$ cat config.mk
export PLATFORM = sky130hd
export DESIGN_NAME = emo_engine
export DESIGN_NICKNAME = d
export VERILOG_FILES = /design/src/rtl/emo_pkg.sv /design/src/rtl/emo_engine.sv
export SDC_FILE = /design/constraint.sdc
export NUM_CORES = 1
export LEC_CHECK = 0
export ABC_AREA = 1
export BUFFER_PORTS_ARGS = -buffer_cell sky130_fd_sc_hd__buf_2
export CORE_ASPECT_RATIO = 0.75
export CORE_MARGIN = 2
export CORE_UTILIZATION = 38
export DETAILED_ROUTE_END_ITERATION = 8
export GPL_TIMING_DRIVEN = 1
export PLACE_DENSITY_LB_ADDON = 0.08
export SETUP_SLACK_MARGIN = 0.2
export SLEW_MARGIN = 20
export SYNTH_ARGS = -nofsm -noshare
export SYNTH_HDL_FRONTEND = slang
export SYNTH_SLANG_ARGS = --single-unit
$ cat constraint.sdc
create_clock -name ref_clk -period 9.5 [get_ports ref_clk]
set_input_delay 0.95 -clock ref_clk [delete_from_list [all_inputs] [get_ports ref_clk]]
set_output_delay 0.95 -clock ref_clk [all_outputs]
set_load 0.1 [all_outputs]
$ cat src/rtl/emo_pkg.sv
// package: opcodes, register map, state encoding and state record of the edit engine
package emo_pkg;

  // ****************************************************
  // micro-operator codes
  // ****************************************************
  localparam logic [7:0] OP_MOVE_WITH_INSERT         = 8'hD0;
  localparam logic [7:0] OP_MOVE_WITH_FLOAT          = 8'hD1;
  localparam logic [7:0] OP_SKIP_FORWARD_SOURCE      = 8'hD2;
  localparam logic [7:0] OP_SKIP_REVERSE_SOURCE      = 8'hD3;
  localparam logic [7:0] OP_RESET_FLOAT              = 8'hD4;
  localparam logic [7:0] OP_END_FLOAT                = 8'hD5;
  localparam logic [7:0] OP_MOVE_NUMERIC             = 8'hD6;
  localparam logic [7:0] OP_MOVE_CHARACTERS          = 8'hD7;
  localparam logic [7:0] OP_INSERT_OVERPUNCH         = 8'hD8;
  localparam logic [7:0] OP_INSERT_DISPLAY_SIGN      = 8'hD9;
  localparam logic [7:0] OP_SKIP_FORWARD_DESTINATION = 8'hDA;
  localparam logic [7:0] OP_SKIP_REVERSE_DESTINATION = 8'hDB;
  localparam logic [7:0] OP_INSERT_UNCONDITIONAL     = 8'hDC;
  localparam logic [7:0] OP_INSERT_CONDITIONAL       = 8'hDD;
  localparam logic [7:0] OP_END_EDIT                 = 8'hDE;

  // ****************************************************
  // character zones
  // ****************************************************
  localparam logic [3:0] ZONE_NUMERIC_8   = 4'hF;
  localparam logic [3:0] ZONE_NUMERIC_4   = 4'h0;
  localparam logic [3:0] ZONE_OVERPUNCH   = 4'hD;

  // ****************************************************
  // register map (byte addresses)
  // ****************************************************
  localparam logic [4:0] REG_CTRL    = 5'h00;
  localparam logic [4:0] REG_REPEAT  = 5'h04;
  localparam logic [4:0] REG_SRCPTR  = 5'h08;
  localparam logic [4:0] REG_DSTPTR  = 5'h0C;
  localparam logic [4:0] REG_STATUS  = 5'h10;
  localparam logic [4:0] REG_INTSTAT = 5'h14;
  localparam logic [4:0] REG_INTMASK = 5'h18;

  // ctrl bits
  localparam int CTRL_GO    = 0;
  localparam int CTRL_TABLE = 1;
  localparam int CTRL_DST8  = 2;
  localparam int CTRL_XSIGN = 3;
  localparam int CTRL_FLOAT = 4;

  // interrupt status bits
  localparam int INT_PROTECT = 0;
  localparam int INT_OPDONE  = 1;
  localparam int INT_ENDEDIT = 2;
  localparam int INT_BADOP   = 3;

  localparam logic [3:0] INTMASK_RST = 4'h0;
  localparam logic [19:0] PTR_RST    = 20'h00000;

  // ****************************************************
  // sequencer states and state record
  // ****************************************************
  typedef enum logic [2:0] {
    ST_IDLE = 3'b000,
    ST_OPC  = 3'b001,
    ST_ARG  = 3'b010,
    ST_EXEC = 3'b011,
    ST_RDW  = 3'b100,
    ST_WRW  = 3'b101
  } emo_state_t;

  typedef struct packed {
    emo_state_t       st;
    logic             tableMode;
    logic             dst8;
    logic             extSign;
    logic             float;
    logic [7:0]       op;
    logic [3:0][7:0]  arg;
    logic [2:0]       argNeed;
    logic [2:0]       argIdx;
    logic [19:0]      count;
    logic [19:0]      repeatVal;
    logic [19:0]      srcPtr;
    logic [19:0]      dstPtr;
    logic [7:0]       curChar;
    logic             pendNum;
    logic             rdDst;
    logic             sylReq;
    logic             memRdReq;
    logic [19:0]      memRdAddr;
    logic             memWrEn;
    logic [19:0]      memWrAddr;
    logic [7:0]       memWrData;
    logic [31:0]      busRdData;
    logic [3:0]       intStat;
    logic [3:0]       intMask;
    logic             irq;
  } emo_regs_t;

endpackage

$ cat src/rtl/emo_engine.sv
// edit micro-operator engine: sequencer, operand fetch, string moves and register port
`timescale 1ns/10ps

// Contract
// - protected source or destination word aborts, interrupts
// - move characters: count from syllable or repeat register
// - numeric move copies low nibble, zone ones for 8-bit destination, zeros otherwise
// - move with insert: count and character sources
// - insert on zero digit while float clear, else float set
// - move with float takes three insert characters
// - float clear: zero inserts, nonzero writes sign
// - float set writes numeric; repeat exact count
// - forward source skip, count by mode
// - reverse source skip, same count source
// - destination skips: DA forward, DB back
// - reset float clears float only
// - end float: sign char or clear float
// - unconditional insert repeats one character
// - conditional insert picks by float
// - display sign picks character by sign
// - overpunch zone when sign is one
// - end edit terminates table execution
module emo_engine
  import emo_pkg::*;
(
  // clock and reset
  input  wire logic        ref_clk,
  input  wire logic        nrst,
  // register port
  input  wire logic [4:0]  busAddr,
  input  wire logic [31:0] busWrData,
  input  wire logic        busWrStb,
  input  wire logic        busRdStb,
  output logic      [31:0] busRdData,
  // program syllable stream
  output logic             sylReq,
  input  wire logic        sylValid,
  input  wire logic [7:0]  sylData,
  // string memory
  output logic             memRdReq,
  output logic      [19:0] memRdAddr,
  input  wire logic        memRdValid,
  input  wire logic [7:0]  memRdData,
  input  wire logic        memRdProtect,
  output logic             memWrEn,
  output logic      [19:0] memWrAddr,
  output logic      [7:0]  memWrData,
  input  wire logic        memWrAck,
  input  wire logic        memWrProtect,
  // interrupt
  output logic             irq
);

  emo_regs_t q;
  emo_regs_t d;

  // ****************************************************
  // decode helpers
  // ****************************************************
  function automatic logic hasCount(input logic [7:0] op);
    case (op)
      OP_MOVE_WITH_INSERT, OP_MOVE_WITH_FLOAT, OP_SKIP_FORWARD_SOURCE,
      OP_SKIP_REVERSE_SOURCE, OP_MOVE_NUMERIC, OP_MOVE_CHARACTERS,
      OP_SKIP_FORWARD_DESTINATION, OP_SKIP_REVERSE_DESTINATION,
      OP_INSERT_UNCONDITIONAL, OP_INSERT_CONDITIONAL: hasCount = 1'b1;
      default: hasCount = 1'b0;
    endcase
  endfunction

  function automatic logic [2:0] charArgs(input logic [7:0] op);
    case (op)
      OP_MOVE_WITH_INSERT, OP_INSERT_UNCONDITIONAL: charArgs = 3'h1;
      OP_MOVE_WITH_FLOAT: charArgs = 3'h3;
      OP_END_FLOAT, OP_INSERT_DISPLAY_SIGN, OP_INSERT_CONDITIONAL: charArgs = 3'h2;
      default: charArgs = 3'h0;
    endcase
  endfunction

  function automatic logic knownOp(input logic [7:0] op);
    knownOp = (op[7:4] == 4'hD) && (op[3:0] != 4'hF);
  endfunction

  // numeric form of a character for the configured destination width
  function automatic logic [7:0] numForm(input logic [7:0] c, input logic dst8);
    numForm = {(dst8 ? ZONE_NUMERIC_8 : ZONE_NUMERIC_4), c[3:0]};
  endfunction

  function automatic logic digitZero(input logic [7:0] c);
    digitZero = (c[3:0] == 4'h0);
  endfunction

  // ****************************************************
  // next state
  // ****************************************************
  always_comb begin
    logic            finish;
    logic            doWrite;
    logic [7:0]      wChar;
    logic [3:0][7:0] a;
    logic [3:0]      setEv;
    d       = q;
    finish  = 1'b0;
    doWrite = 1'b0;
    wChar   = 8'h00;
    a       = q.arg;
    setEv   = 4'h0;
    d.memRdReq  = 1'b0;
    d.memWrEn   = 1'b0;
    d.busRdData = 32'h0000_0000;

    // register writes
    if (busWrStb) begin
      case (busAddr)
        REG_CTRL: begin
          if (q.st == ST_IDLE) begin
            d.tableMode = busWrData[CTRL_TABLE];
            d.dst8      = busWrData[CTRL_DST8];
            d.extSign   = busWrData[CTRL_XSIGN];
            d.float     = busWrData[CTRL_FLOAT];
            if (busWrData[CTRL_GO]) begin
              d.st     = ST_OPC;
              d.sylReq = 1'b1;
            end
          end
        end
        REG_REPEAT: if (q.st == ST_IDLE) d.repeatVal = busWrData[19:0];
        REG_SRCPTR: if (q.st == ST_IDLE) d.srcPtr = busWrData[19:0];
        REG_DSTPTR: if (q.st == ST_IDLE) d.dstPtr = busWrData[19:0];
        REG_INTSTAT: d.intStat = q.intStat & ~busWrData[3:0];
        REG_INTMASK: d.intMask = busWrData[3:0];
        default: ;
      endcase
    end

    // sequencer
    case (q.st)
      ST_IDLE: ;
      ST_OPC: begin
        if (sylValid) begin
          d.op      = sylData;
          d.argIdx  = 3'h0;
          d.argNeed = charArgs(sylData) + {2'b00, q.tableMode & hasCount(sylData)};
          d.pendNum = 1'b0;
          if (sylData == OP_END_EDIT) begin
            setEv[INT_ENDEDIT] = 1'b1;
            d.st     = ST_IDLE;
            d.sylReq = 1'b0;
          end else if (!knownOp(sylData)) begin
            setEv[INT_BADOP] = 1'b1;
            d.st     = ST_IDLE;
            d.sylReq = 1'b0;
          end else if (d.argNeed == 3'h0) begin
            d.st     = ST_EXEC;
            d.sylReq = 1'b0;
            d.count  = hasCount(sylData) ? q.repeatVal : 20'h00001;
          end else begin
            d.st = ST_ARG;
          end
        end
      end
      ST_ARG: begin
        if (sylValid) begin
          a[q.argIdx] = sylData;
          d.argIdx    = q.argIdx + 3'h1;
          d.arg       = a;
          if (d.argIdx == q.argNeed) begin
            d.st     = ST_EXEC;
            d.sylReq = 1'b0;
            // table mode: count syllable first, characters after it
            if (q.tableMode && hasCount(q.op)) begin
              d.count = {12'h000, a[0]};
              d.arg   = {8'h00, a[3:1]};
            end else if (hasCount(q.op)) begin
              d.count = q.repeatVal;
            end else begin
              d.count = 20'h00001;
            end
          end
        end
      end
      ST_EXEC: begin
        case (q.op)
          OP_SKIP_FORWARD_SOURCE: begin
            d.srcPtr = q.srcPtr + q.count;
            finish   = 1'b1;
          end
          OP_SKIP_REVERSE_SOURCE: begin
            d.srcPtr = q.srcPtr - q.count;
            finish   = 1'b1;
          end
          OP_SKIP_FORWARD_DESTINATION: begin
            d.dstPtr = q.dstPtr + q.count;
            finish   = 1'b1;
          end
          OP_SKIP_REVERSE_DESTINATION: begin
            d.dstPtr = q.dstPtr - q.count;
            finish   = 1'b1;
          end
          OP_RESET_FLOAT: begin
            d.float = 1'b0;
            finish  = 1'b1;
          end
          OP_END_FLOAT: begin
            if (q.float) begin
              d.float = 1'b0;
              finish  = 1'b1;
            end else if (q.count == 20'h00000) begin
              finish = 1'b1;
            end else begin
              doWrite = 1'b1;
              wChar   = q.extSign ? q.arg[0] : q.arg[1];
            end
          end
          OP_INSERT_DISPLAY_SIGN: begin
            if (q.count == 20'h00000) begin
              finish = 1'b1;
            end else begin
              doWrite = 1'b1;
              wChar   = q.extSign ? q.arg[0] : q.arg[1];
            end
          end
          OP_INSERT_UNCONDITIONAL, OP_INSERT_CONDITIONAL: begin
            if (q.count == 20'h00000) begin
              finish = 1'b1;
            end else begin
              doWrite = 1'b1;
              wChar   = q.arg[0];
              if (q.op == OP_INSERT_CONDITIONAL) begin
                wChar = q.float ? q.arg[1] : q.arg[0];
              end
            end
          end
          OP_INSERT_OVERPUNCH: begin
            // sign zone lands on the last character already written
            if (!q.extSign || q.count == 20'h00000) begin
              finish = 1'b1;
            end else begin
              d.memRdReq  = 1'b1;
              d.memRdAddr = q.dstPtr - 20'h00001;
              d.rdDst     = 1'b1;
              d.st        = ST_RDW;
            end
          end
          default: begin
            // the moves: read a source character, or finish the digit after a sign
            if (q.pendNum) begin
              doWrite = 1'b1;
              wChar   = numForm(q.curChar, q.dst8);
            end else if (q.count == 20'h00000) begin
              finish = 1'b1;
            end else begin
              d.memRdReq  = 1'b1;
              d.memRdAddr = q.srcPtr;
              d.rdDst     = 1'b0;
              d.st        = ST_RDW;
            end
          end
        endcase
      end
      ST_RDW: begin
        if (memRdValid) begin
          if (memRdProtect) begin
            setEv[INT_PROTECT] = 1'b1;
            d.st = ST_IDLE;
          end else if (q.rdDst) begin
            doWrite = 1'b1;
            wChar   = {ZONE_OVERPUNCH, memRdData[3:0]};
          end else begin
            d.srcPtr  = q.srcPtr + 20'h00001;
            doWrite   = 1'b1;
            d.curChar = memRdData;
            case (q.op)
              OP_MOVE_CHARACTERS: wChar = memRdData;
              OP_MOVE_NUMERIC: wChar = numForm(memRdData, q.dst8);
              OP_MOVE_WITH_INSERT: begin
                if (!q.float && digitZero(memRdData)) begin
                  wChar = q.arg[0];
                end else begin
                  d.float = 1'b1;
                  wChar   = numForm(memRdData, q.dst8);
                end
              end
              default: begin
                if (q.float) begin
                  wChar = numForm(memRdData, q.dst8);
                end else if (digitZero(memRdData)) begin
                  wChar = q.arg[0];
                end else begin
                  d.float   = 1'b1;
                  d.pendNum = 1'b1;
                  wChar     = q.extSign ? q.arg[1] : q.arg[2];
                end
              end
            endcase
          end
        end
      end
      ST_WRW: begin
        if (memWrAck) begin
          if (memWrProtect) begin
            setEv[INT_PROTECT] = 1'b1;
            d.st = ST_IDLE;
          end else begin
            d.st = ST_EXEC;
            // a sign character does not consume the repeat count
            if (!q.pendNum) begin
              d.count = q.count - 20'h00001;
            end
          end
        end
      end
      default: d.st = ST_IDLE;
    endcase

    // issue one destination write
    if (doWrite) begin
      d.memWrEn   = 1'b1;
      d.memWrData = wChar;
      d.st        = ST_WRW;
      if (q.st == ST_RDW && q.rdDst) begin
        d.memWrAddr = q.dstPtr - 20'h00001;
      end else begin
        d.memWrAddr = q.dstPtr;
        d.dstPtr    = q.dstPtr + 20'h00001;
      end
      if (q.st == ST_EXEC && q.pendNum) begin
        d.pendNum = 1'b0;
      end
    end

    // one operation done: table mode fetches the next opcode
    if (finish) begin
      setEv[INT_OPDONE] = 1'b1;
      d.st     = q.tableMode ? ST_OPC : ST_IDLE;
      d.sylReq = q.tableMode;
    end

    // set beats a simultaneous write-one clear
    d.intStat = d.intStat | setEv;
    d.irq     = |(d.intStat & d.intMask);

    // register reads
    if (busRdStb) begin
      case (busAddr)
        REG_CTRL:    d.busRdData = {27'h0, q.float, q.extSign, q.dst8, q.tableMode, 1'b0};
        REG_REPEAT:  d.busRdData = {12'h000, q.repeatVal};
        REG_SRCPTR:  d.busRdData = {12'h000, q.srcPtr};
        REG_DSTPTR:  d.busRdData = {12'h000, q.dstPtr};
        REG_STATUS:  d.busRdData = {16'h0000, q.op, 4'h0, q.st, (q.st != ST_IDLE)};
        REG_INTSTAT: d.busRdData = {28'h0000000, q.intStat};
        REG_INTMASK: d.busRdData = {28'h0000000, q.intMask};
        default:     d.busRdData = 32'h0000_0000;
      endcase
    end
  end

  // ****************************************************
  // state register
  // ****************************************************
  always_ff @(posedge ref_clk or negedge nrst) begin
    if (!nrst) begin
      q         <= '0;
      q.st      <= ST_IDLE;
      q.srcPtr  <= PTR_RST;
      q.dstPtr  <= PTR_RST;
      q.intMask <= INTMASK_RST;
    end else begin
      q <= d;
    end
  end

  assign busRdData = q.busRdData;
  assign sylReq    = q.sylReq;
  assign memRdReq  = q.memRdReq;
  assign memRdAddr = q.memRdAddr;
  assign memWrEn   = q.memWrEn;
  assign memWrAddr = q.memWrAddr;
  assign memWrData = q.memWrData;
  assign irq       = q.irq;

  // ****************************************************
  // checks
  // ****************************************************
  chk_protect_abort: assert property (@(posedge ref_clk) disable iff (!nrst)
    (q.st == ST_RDW && memRdValid && memRdProtect)
      |=> (q.st == ST_IDLE && q.intStat[INT_PROTECT]) ##1 q.irq == q.intMask[INT_PROTECT])
    else $error("protect did not abort with interrupt");

  chk_numeric_zone: assert property (@(posedge ref_clk) disable iff (!nrst)
    (q.memWrEn && q.op == OP_MOVE_NUMERIC && q.dst8) |-> q.memWrData[7:4] == ZONE_NUMERIC_8)
    else $error("numeric move zone not forced");

  chk_insert_zero: assert property (@(posedge ref_clk) disable iff (!nrst)
    (q.st == ST_RDW && memRdValid && !memRdProtect && !q.rdDst && q.op == OP_MOVE_WITH_INSERT
      && !q.float && memRdData[3:0] == 4'h0)
      |=> q.memWrEn && q.memWrData == $past(q.arg[0]) && !q.float)
    else $error("zero digit did not insert");

  chk_float_sign: assert property (@(posedge ref_clk) disable iff (!nrst)
    (q.st == ST_RDW && memRdValid && !memRdProtect && !q.rdDst && q.op == OP_MOVE_WITH_FLOAT
      && !q.float && memRdData[3:0] != 4'h0)
      |=> q.float && q.memWrEn
        && q.memWrData == ($past(q.extSign) ? $past(q.arg[1]) : $past(q.arg[2])))
    else $error("float sign character wrong");

  chk_skip_source: assert property (@(posedge ref_clk) disable iff (!nrst)
    (q.st == ST_EXEC && q.op == OP_SKIP_FORWARD_SOURCE)
      |=> q.srcPtr == $past(q.srcPtr) + $past(q.count))
    else $error("forward source skip wrong");

  chk_skip_back: assert property (@(posedge ref_clk) disable iff (!nrst)
    (q.st == ST_EXEC && q.op == OP_SKIP_REVERSE_SOURCE)
      |=> q.srcPtr == $past(q.srcPtr) - $past(q.count))
    else $error("reverse source skip wrong");

  chk_dest_skip: assert property (@(posedge ref_clk) disable iff (!nrst)
    (q.st == ST_EXEC && q.op == OP_SKIP_REVERSE_DESTINATION)
      |=> q.dstPtr == $past(q.dstPtr) - $past(q.count))
    else $error("reverse destination skip wrong");

  chk_float_reset: assert property (@(posedge ref_clk) disable iff (!nrst)
    (q.st == ST_EXEC && q.op == OP_RESET_FLOAT)
      |=> !q.float && !q.memWrEn && $stable(q.dstPtr) && $stable(q.srcPtr))
    else $error("reset float changed more than float");

  chk_end_float: assert property (@(posedge ref_clk) disable iff (!nrst)
    (q.st == ST_EXEC && q.op == OP_END_FLOAT && q.float) |=> !q.float && !q.memWrEn)
    else $error("end float with float set wrote");

  chk_overpunch_zone: assert property (@(posedge ref_clk) disable iff (!nrst)
    (q.memWrEn && q.op == OP_INSERT_OVERPUNCH) |-> q.memWrData[7:4] == ZONE_OVERPUNCH)
    else $error("overpunch zone wrong");

  chk_end_edit: assert property (@(posedge ref_clk) disable iff (!nrst)
    (q.st == ST_OPC && sylValid && sylData == OP_END_EDIT)
      |=> q.st == ST_IDLE && !q.sylReq && q.intStat[INT_ENDEDIT])
    else $error("end edit did not terminate");

endmodule

==> results of run 1 <==
[cells in the mapped netlist (32+ instances only)]
cell and number:
nand3_1 141, xor2_1 60, dfrtp_1 219, a21oi_1 159
nand2_1 662, inv_1 252, clkbuf_1 53, buf_4 89
nor2_1 266, o21ai_0 271, o22ai_1 32, ha_1 49
[metal layers]
layer	vias up	global-route usage, %
met5	-	0
li1	8388	-
met1	8422	48.2
met3	64	5.68
met2	851	40.7
met4	4	5.33
[critical path: cells and delay by family (launching register included)]
family	cells	cell delay, ns
flops	1	0.36
buf+inv	2	0.69
compound gates	3	0.77
simple gates	11	2.61
fa+ha+maj	1	0.40
[cells in the final DEF (no fill, tap or decap), types with 7 or more instances in the layout]
master / synthesis / final
nand2_1: 662 / 662
o21ai_0: 271 / 271
nor2_1: 266 / 264
inv_1: 252 / 252
dfrtp_1: 219 / 219
a21oi_1: 159 / 159
nand3_1: 141 / 141
buf_2: 24 / 120
xor2_1: 60 / 60
ha_1: 49 / 49
o22ai_1: 32 / 32
nor3_1: 31 / 31
clkbuf_16: 0 / 29
o211ai_1: 28 / 28
a31oi_1: 23 / 23
o221ai_1: 20 / 20
nand4_1: 15 / 15
inv_2: 15 / 15
buf_4: 89 / 15
o21ai_1: 12 / 12
conb_1: 1 / 12
o31ai_1: 10 / 10
a22oi_1: 10 / 10
xnor2_1: 9 / 9
or2_2: 8 / 8
a221oi_1: 8 / 8
nor4_1: 7 / 7
o21bai_1: 7 / 7
[area by class of cell]
class,count,area [um^2],area share [%]
Antenna cell,1,2.50,0.0135
Clock buffer,38,790,4.25
Clock inverter,12,180,0.971
Inverter,273,1020,5.52
Multi-Input combinational cell,1907,9620,51.8
Sequential cell,219,5480,29.5
Tap cell,586,733,3.95
Timing Repair Buffer,136,728,3.92
[state kept, by name, summed over array words and instances, names as in the netlist]
register and count:
q 147, busRdData 20, memRdAddr 20, memWrAddr 20
memWrData 8, irq 1, memRdReq 1, memWrEn 1
sylReq 1
[per-stage QoR]
stage / instance area [um^2] / hold WS [ns] / setup slack [ns] / std cells
finish: 18600 / 0.422 / 4.60 / 3172
global route: 18600 / 0.478 / 4.30 / 3171
CTS: 18600 / 0.444 / 4.73 / 3171
global placement: 17600 / 0.460 / 4.69 / 3121
detailed placement: 17600 / 0.464 / 4.74 / 3121
floorplan: 17200 / 0.443 / 6.37 / 2570
[logic make-up after synthesis]
logic type | count (synthesis) | synth area share (%)
compound gates | 603 | 19.9
xor+xnor | 69 | 3.53
simple gates | 1165 | 28.2
flops | 219 | 32.0
mux | 7 | 0.439
fa+ha+maj | 51 | 3.82
other cells | 1 | 0.0219
buf+inv | 444 | 12.0
[power groups by stage]
stage / combinational (W) / clock, W / sequential (W)
2_1_floorplan: 0.00299 / 0 / 0.00154
3_3_place_gp: 0.00377 / 0 / 0.00182
3_5_place_dp: 0.00380 / 0 / 0.00182
4_1_cts: 0.00381 / 0.00118 / 0.00180
5_1_grt: 0.00427 / 0.00121 / 0.00187
6_report: 0.00388 / 0.00116 / 0.00184
[worst min path at each step]
stage | start | to | cells after the start
after floorplan | memWrAddr[16]$_DFFE_PN0P_ | memWrAddr[16]$_DFFE_PN0P_ | 2
after global placement | q[212]$_DFFE_PN0P_ | q[212]$_DFFE_PN0P_ | 2
after detailed placement | memRdAddr[14]$_DFFE_PN0P_ | memRdAddr[14]$_DFFE_PN0P_ | 2
after CTS | nrst | memWrAddr[4]$_DFFE_PN0P_ | 1
after global routing | nrst | memWrAddr[10]$_DFFE_PN0P_ | 1
final | nrst | memWrAddr[10]$_DFFE_PN0P_ | 1
==> reports/qor.yml, run 1 <==
critical_path:
  cp.required_ns: 10.04
  crit_path_end_kind: "flop"
  cp_slowest_cell: "nor3_2"
  critPathKind: "reg -> reg"
  endpoint: "q[141]$_DFF_PN0_"
  reg2regPathDepth: 17
  path_max_fanout: 23
  worstSetupStartpoint: "q[225]$_DFFE_PN0P_"
  crit_path_max_incr_delay_ns: 0.82
  crit_arrival_ns: 5.44
  regToRegStartpoint: "q[225]$_DFFE_PN0P_"
  r2r-end: "q[141]$_DFF_PN0_"
  startpoint_type: "flop"
  crit_top_cell: "nand2_1"
  r2r_slack_ns: 4.60
  crit_chain: "inv_1, nand4_1, nor3_2, nand2_1, inv_2, o21ai_0, ha_1, a21oi_1, a21boi_0, nand2_1, nand2_1, nand2_1, nor2_1, nand3_1, nand3_1, nand2_1, nand2_1"
layout:
  fin_util_pct: 41.6
  drive_above_1_share_pct: 9.17
  syn_to_final_growth_pct: 8.44
  nFillCells: 4781
  fin_nets: 2678
route:
  wl_met3_um: 7410
  detail_route.vias_per_cell: 5.59
  via_count: 17700
  antenna_left: 0
  met2_length_um: 27500
  totalWireLength_um: 71200
  drt-met1-wl_um: 35000
  maxUsedRoutingLayer: "met5"
  initialDrtViolationCount: 2168
  first_pass_iters: 6
  drc: 0
  routedWlPerCell_um: 22.4
yosys:
  ys.flop_type: "dfrtp_1"
  synth_cells: 2559
  synth_edf_count: 0
  yosysSeqAreaShare_pct: 32.0
  synth_top_area_share_pct: 32.0
  netlist-cell-type-count: 58
  synth_area_um2: 17100
  yosys.area.top_type: "dfrtp_1"
  synth_seq_cells: 219
  synthArstFlopShare_pct: 100
  ys_warn_count: 0
  yosys-top-cells-area: "dfrtp_1 (32%), nand2_1 (15%), o21ai_0 (7.9%)"
  syn_area_per_cell_um2: 6.69
grt:
  grt_overflow_total: 0
  grt_max_degree: 100
  grt_pass1_vias: 16200
  grt.total_usage_pct: 29.9
  grt_antenna_before_repair: 3
  grt_pass1_wl_um: 106000
timing:
  period_share_pct: 51.6
  post-route-min-period_ns: 4.90
  relSlewSlack_pct: 30.6
  maxSlewViolCount: 0
  rsz0062_at_grt: "false"
  setup-violations-final: 0
  fin_setup_tns_ns: 0
  finalHoldViolCount: 0
  worst_pin_slew_ns: 1.03
  fin_skew_ns: 0.0211
  max_clock_freq_mhz: 204
pwr:
  swShare_pct: 56.0
  internal_power_w: 0.00303
  static-leakage-power_nw: 8.87
  pwr_density_cell_nw_per_um2: 371
  max-vdd-ir-drop_uv: 230
  clkPwrFrac_pct: 16.8
  total_power_w: 0.00688
  pwr-share-comb_pct: 56.4
  power_switching_w: 0.00385
  seqPwrFrac_pct: 26.7
clock_network:
  postCtsResizedCells: 0
  cts-htree-levels: 1
  post-cts-setup-buffers: 0
  cts_sinks: 219
  cts_buffer_depth: 3
  cts_tree: "done"
  clk_latency_ns: 0.59
  clkTransAtPathRegs_ns: 0.07
  root_buffer: "clkbuf_16"
  cts_buffers: 28
  postCtsHoldBufs: 0
placement:
  gp_congestion: 0.957
  hpwl_um: 55900
  place.port_buffers: 121
run:
  cap_violations: 0
floorplan:
  initial_core_util_pct: 38.4
  die-width_um: 249
  die_height_um: 188
  num_rows: 67
  io-pin-count: 146
  dieArea_um2: 46800
  core_um2: 44600
worst_hold_path:
  hold_class: "in -> async"
outcome:
  outcome: "completed"
No activity file was read; power rests on OpenSTA's default activity.
==> run 2: changes to the inputs <==
==> constraint.sdc (replaced) <==
create_clock -name ref_clk -period 4.79 [get_ports ref_clk]
set_input_delay 0.479 -clock ref_clk [delete_from_list [all_inputs] [get_ports ref_clk]]
set_output_delay 0.479 -clock ref_clk [all_outputs]
set_load 0.1 [all_outputs]
==> run 2 against run 1 <==
Net effect: register-to-register slack got worse by 3.6 ns; clock-buffer cell count fell by 8; clock skew fell by 0.0038 ns; die area did not move; setup slack got worse by 3.6 ns.
==> reports/qor.yml, run 2 (synthesis results as in run 1) <==
critical_path:
  r2r_slack_ns: 1.03
  crit_path_end_kind: "flop"
  crit_arrival_ns: 4.21
  critPathKind: "reg -> reg"
  regToRegStartpoint: "q[225]$_DFFE_PN0P_"
  cp.required_ns: 5.23
  r2r-end: "q[135]$_DFF_PN0_"
  reg2regPathDepth: 18
  path_max_fanout: 23
  startpoint_type: "flop"
pwr:
  max-vdd-ir-drop_uv: 443
  seqPwrFrac_pct: 26.4
  pwr-share-comb_pct: 56.1
  pwr_density_cell_nw_per_um2: 734
  swShare_pct: 55.2
  static-leakage-power_nw: 8.95
  clkPwrFrac_pct: 17.5
  internal_power_w: 0.00613
  power_switching_w: 0.00757
clock_network:
  cts_buffers: 27
  cts_sinks: 219
  cts_tree: "done"
  root_buffer: "clkbuf_16"
  post-cts-setup-buffers: 0
  clk_latency_ns: 0.57
  cts_buffer_depth: 3
  clkTransAtPathRegs_ns: 0.07
  cts-htree-levels: 1
  postCtsResizedCells: 0
grt:
  busiest_layer: "met1"
  use_met2_pct: 40.6
  grt_overflow_total: 0
  grt_pass1_wl_um: 105000
  grt_max_degree: 85
  grt_pass1_vias: 16200
  met3_usage_pct: 6.29
  grt.total_usage_pct: 29.6
  grt_antenna_before_repair: 4
  grt_util_met1_pct: 47.2
worst_hold_path:
  hp-start: "busWrData[2]"
  hold_class: "in -> reg"
  min_to: "q[230]$_DFFE_PN0P_"
  worstHoldPathCells: 3
timing:
  relSlewSlack_pct: 38.8
  maxSlewViolCount: 0
  worst_pin_slew_ns: 0.911
  fin_skew_ns: 0.0173
  finalHoldViolCount: 0
  fin_setup_tns_ns: 0
  period_share_pct: 78.5
  setup-violations-final: 0
  post-route-min-period_ns: 3.76
  rsz0062_at_grt: "false"
  max_clock_freq_mhz: 266
  fin_hold_ws_ns: 0.169
layout:
  final_cell_mix: "nand2_1 (662), o21ai_0 (271), nor2_1 (263)"
  drive_above_1_share_pct: 9.50
  fin_nets: 2683
  syn_to_final_growth_pct: 9.11
  largest_reg_flops: 147
  fin_util_pct: 41.9
  postLayoutCellArea_um2: 18700
  largest_register: "q"
  final_common_cell: "nand2_1"
floorplan:
  core_um2: 44600
  io-pin-count: 146
  die_height_um: 188
  initial_core_util_pct: 38.4
  dieArea_um2: 46800
  num_rows: 67
  die-width_um: 249
placement:
  place_area_um2: 17600
  hpwl_um: 55600
  gp_congestion: 0.986
  place.port_buffers: 121
route:
  via_count: 17700
  routedWlPerCell_um: 22.1
  drc: 0
  totalWireLength_um: 70300
  antenna_left: 0
  initialDrtViolationCount: 2049
  first_pass_iters: 5
  detail_route.vias_per_cell: 5.57
outcome:
  outcome: "completed"
run:
  cap_violations: 0
run 2: changes by cell type in the layout (fill, tap and decap cells not counted), sizes merged, moves of 2 or more:
| cell | before | now |
|---|---|---|
| inv | 267 | 269 |
| bufinv | 4 | 8 |
| clkbuf | 38 | 30 |
| clkinv | 9 | 14 |
| clkinvlp | 5 | 1 |
| buf | 136 | 141 |
run 2: worst max-delay path, cell delays in order (launching register included):
cell and delay, ns:
dfrtp_1 0.36, inv_1 0.14, nand4_1 0.23, nor3_2 0.18, buf_4 0.24, nand2_1 0.08
buf_4 0.22, o21ai_0 0.49, ha_1 0.42, a21oi_1 0.21, nand2_1 0.14, inv_1 0.13
o21ai_0 0.17, nand3_1 0.13, nand2_1 0.10, a21oi_1 0.13, o21ai_0 0.12, nand2_1 0.08
nand3_1 0.06
run 2: worst max path at each step:
stage	cells after the start	start	slack [ns]	end
after floorplan	14	q[222]$_DFFE_PN0P_	1.76	q[131]$_DFF_PN0_
after global placement	18	q[225]$_DFFE_PN0P_	1.15	q[135]$_DFF_PN0_
after detailed placement	18	q[225]$_DFFE_PN0P_	1.12	q[135]$_DFF_PN0_
after CTS	18	q[225]$_DFFE_PN0P_	1.08	q[135]$_DFF_PN0_
after global routing	17	q[162]$_DFFE_PN0P_	0.71	q[117]$_DFF_PN0_
final	18	q[225]$_DFFE_PN0P_	1.03	q[135]$_DFF_PN0_
run 2: power groups by stage:
stage | clock network (W) | registers, W | logic (W)
final | 0.00240 | 0.00362 | 0.00768
after global routing | 0.00251 | 0.00368 | 0.00844
after CTS | 0.00244 | 0.00355 | 0.00756
after detailed placement | 0 | 0.00358 | 0.00753
after global placement | 0 | 0.00358 | 0.00750
after floorplan | 0 | 0.00306 | 0.00592
run 2: routing by layer:
metal	up-vias	wire [um]	part of all wire, %
met5	-	16	0.023
met4	2	1180	1.7
met3	68	7140	10
met2	776	27300	39
met1	8421	34700	49
li1	8421	-	-
run 2: area by class of cell:
type | count | area, um^2
fill | 4816 | 25900
multi-input combinational | 1907 | 9620
sequential | 219 | 5480
inverter | 273 | 1020
timing repair buffer | 142 | 788
tap | 586 | 733
clock buffer | 30 | 697
clock inverter | 19 | 323
antenna | 2 | 5.00
run 2: timing repair:
item | in CTS | in global routing
setup endpoints to repair | 0 | 0
endpoints found under the hold margin | 77 | 0
hold buffers | 1 | 0
run 2: through the flow:
step	power, W	cells	setup slack, ns
floorplan	0.00898	2570	1.76
global placement	0.0111	3126	1.15
detailed placement	0.0111	3126	1.12
CTS	0.0136	3176	1.08
global route	0.0146	3176	0.711
finish	0.0137	3178	1.03
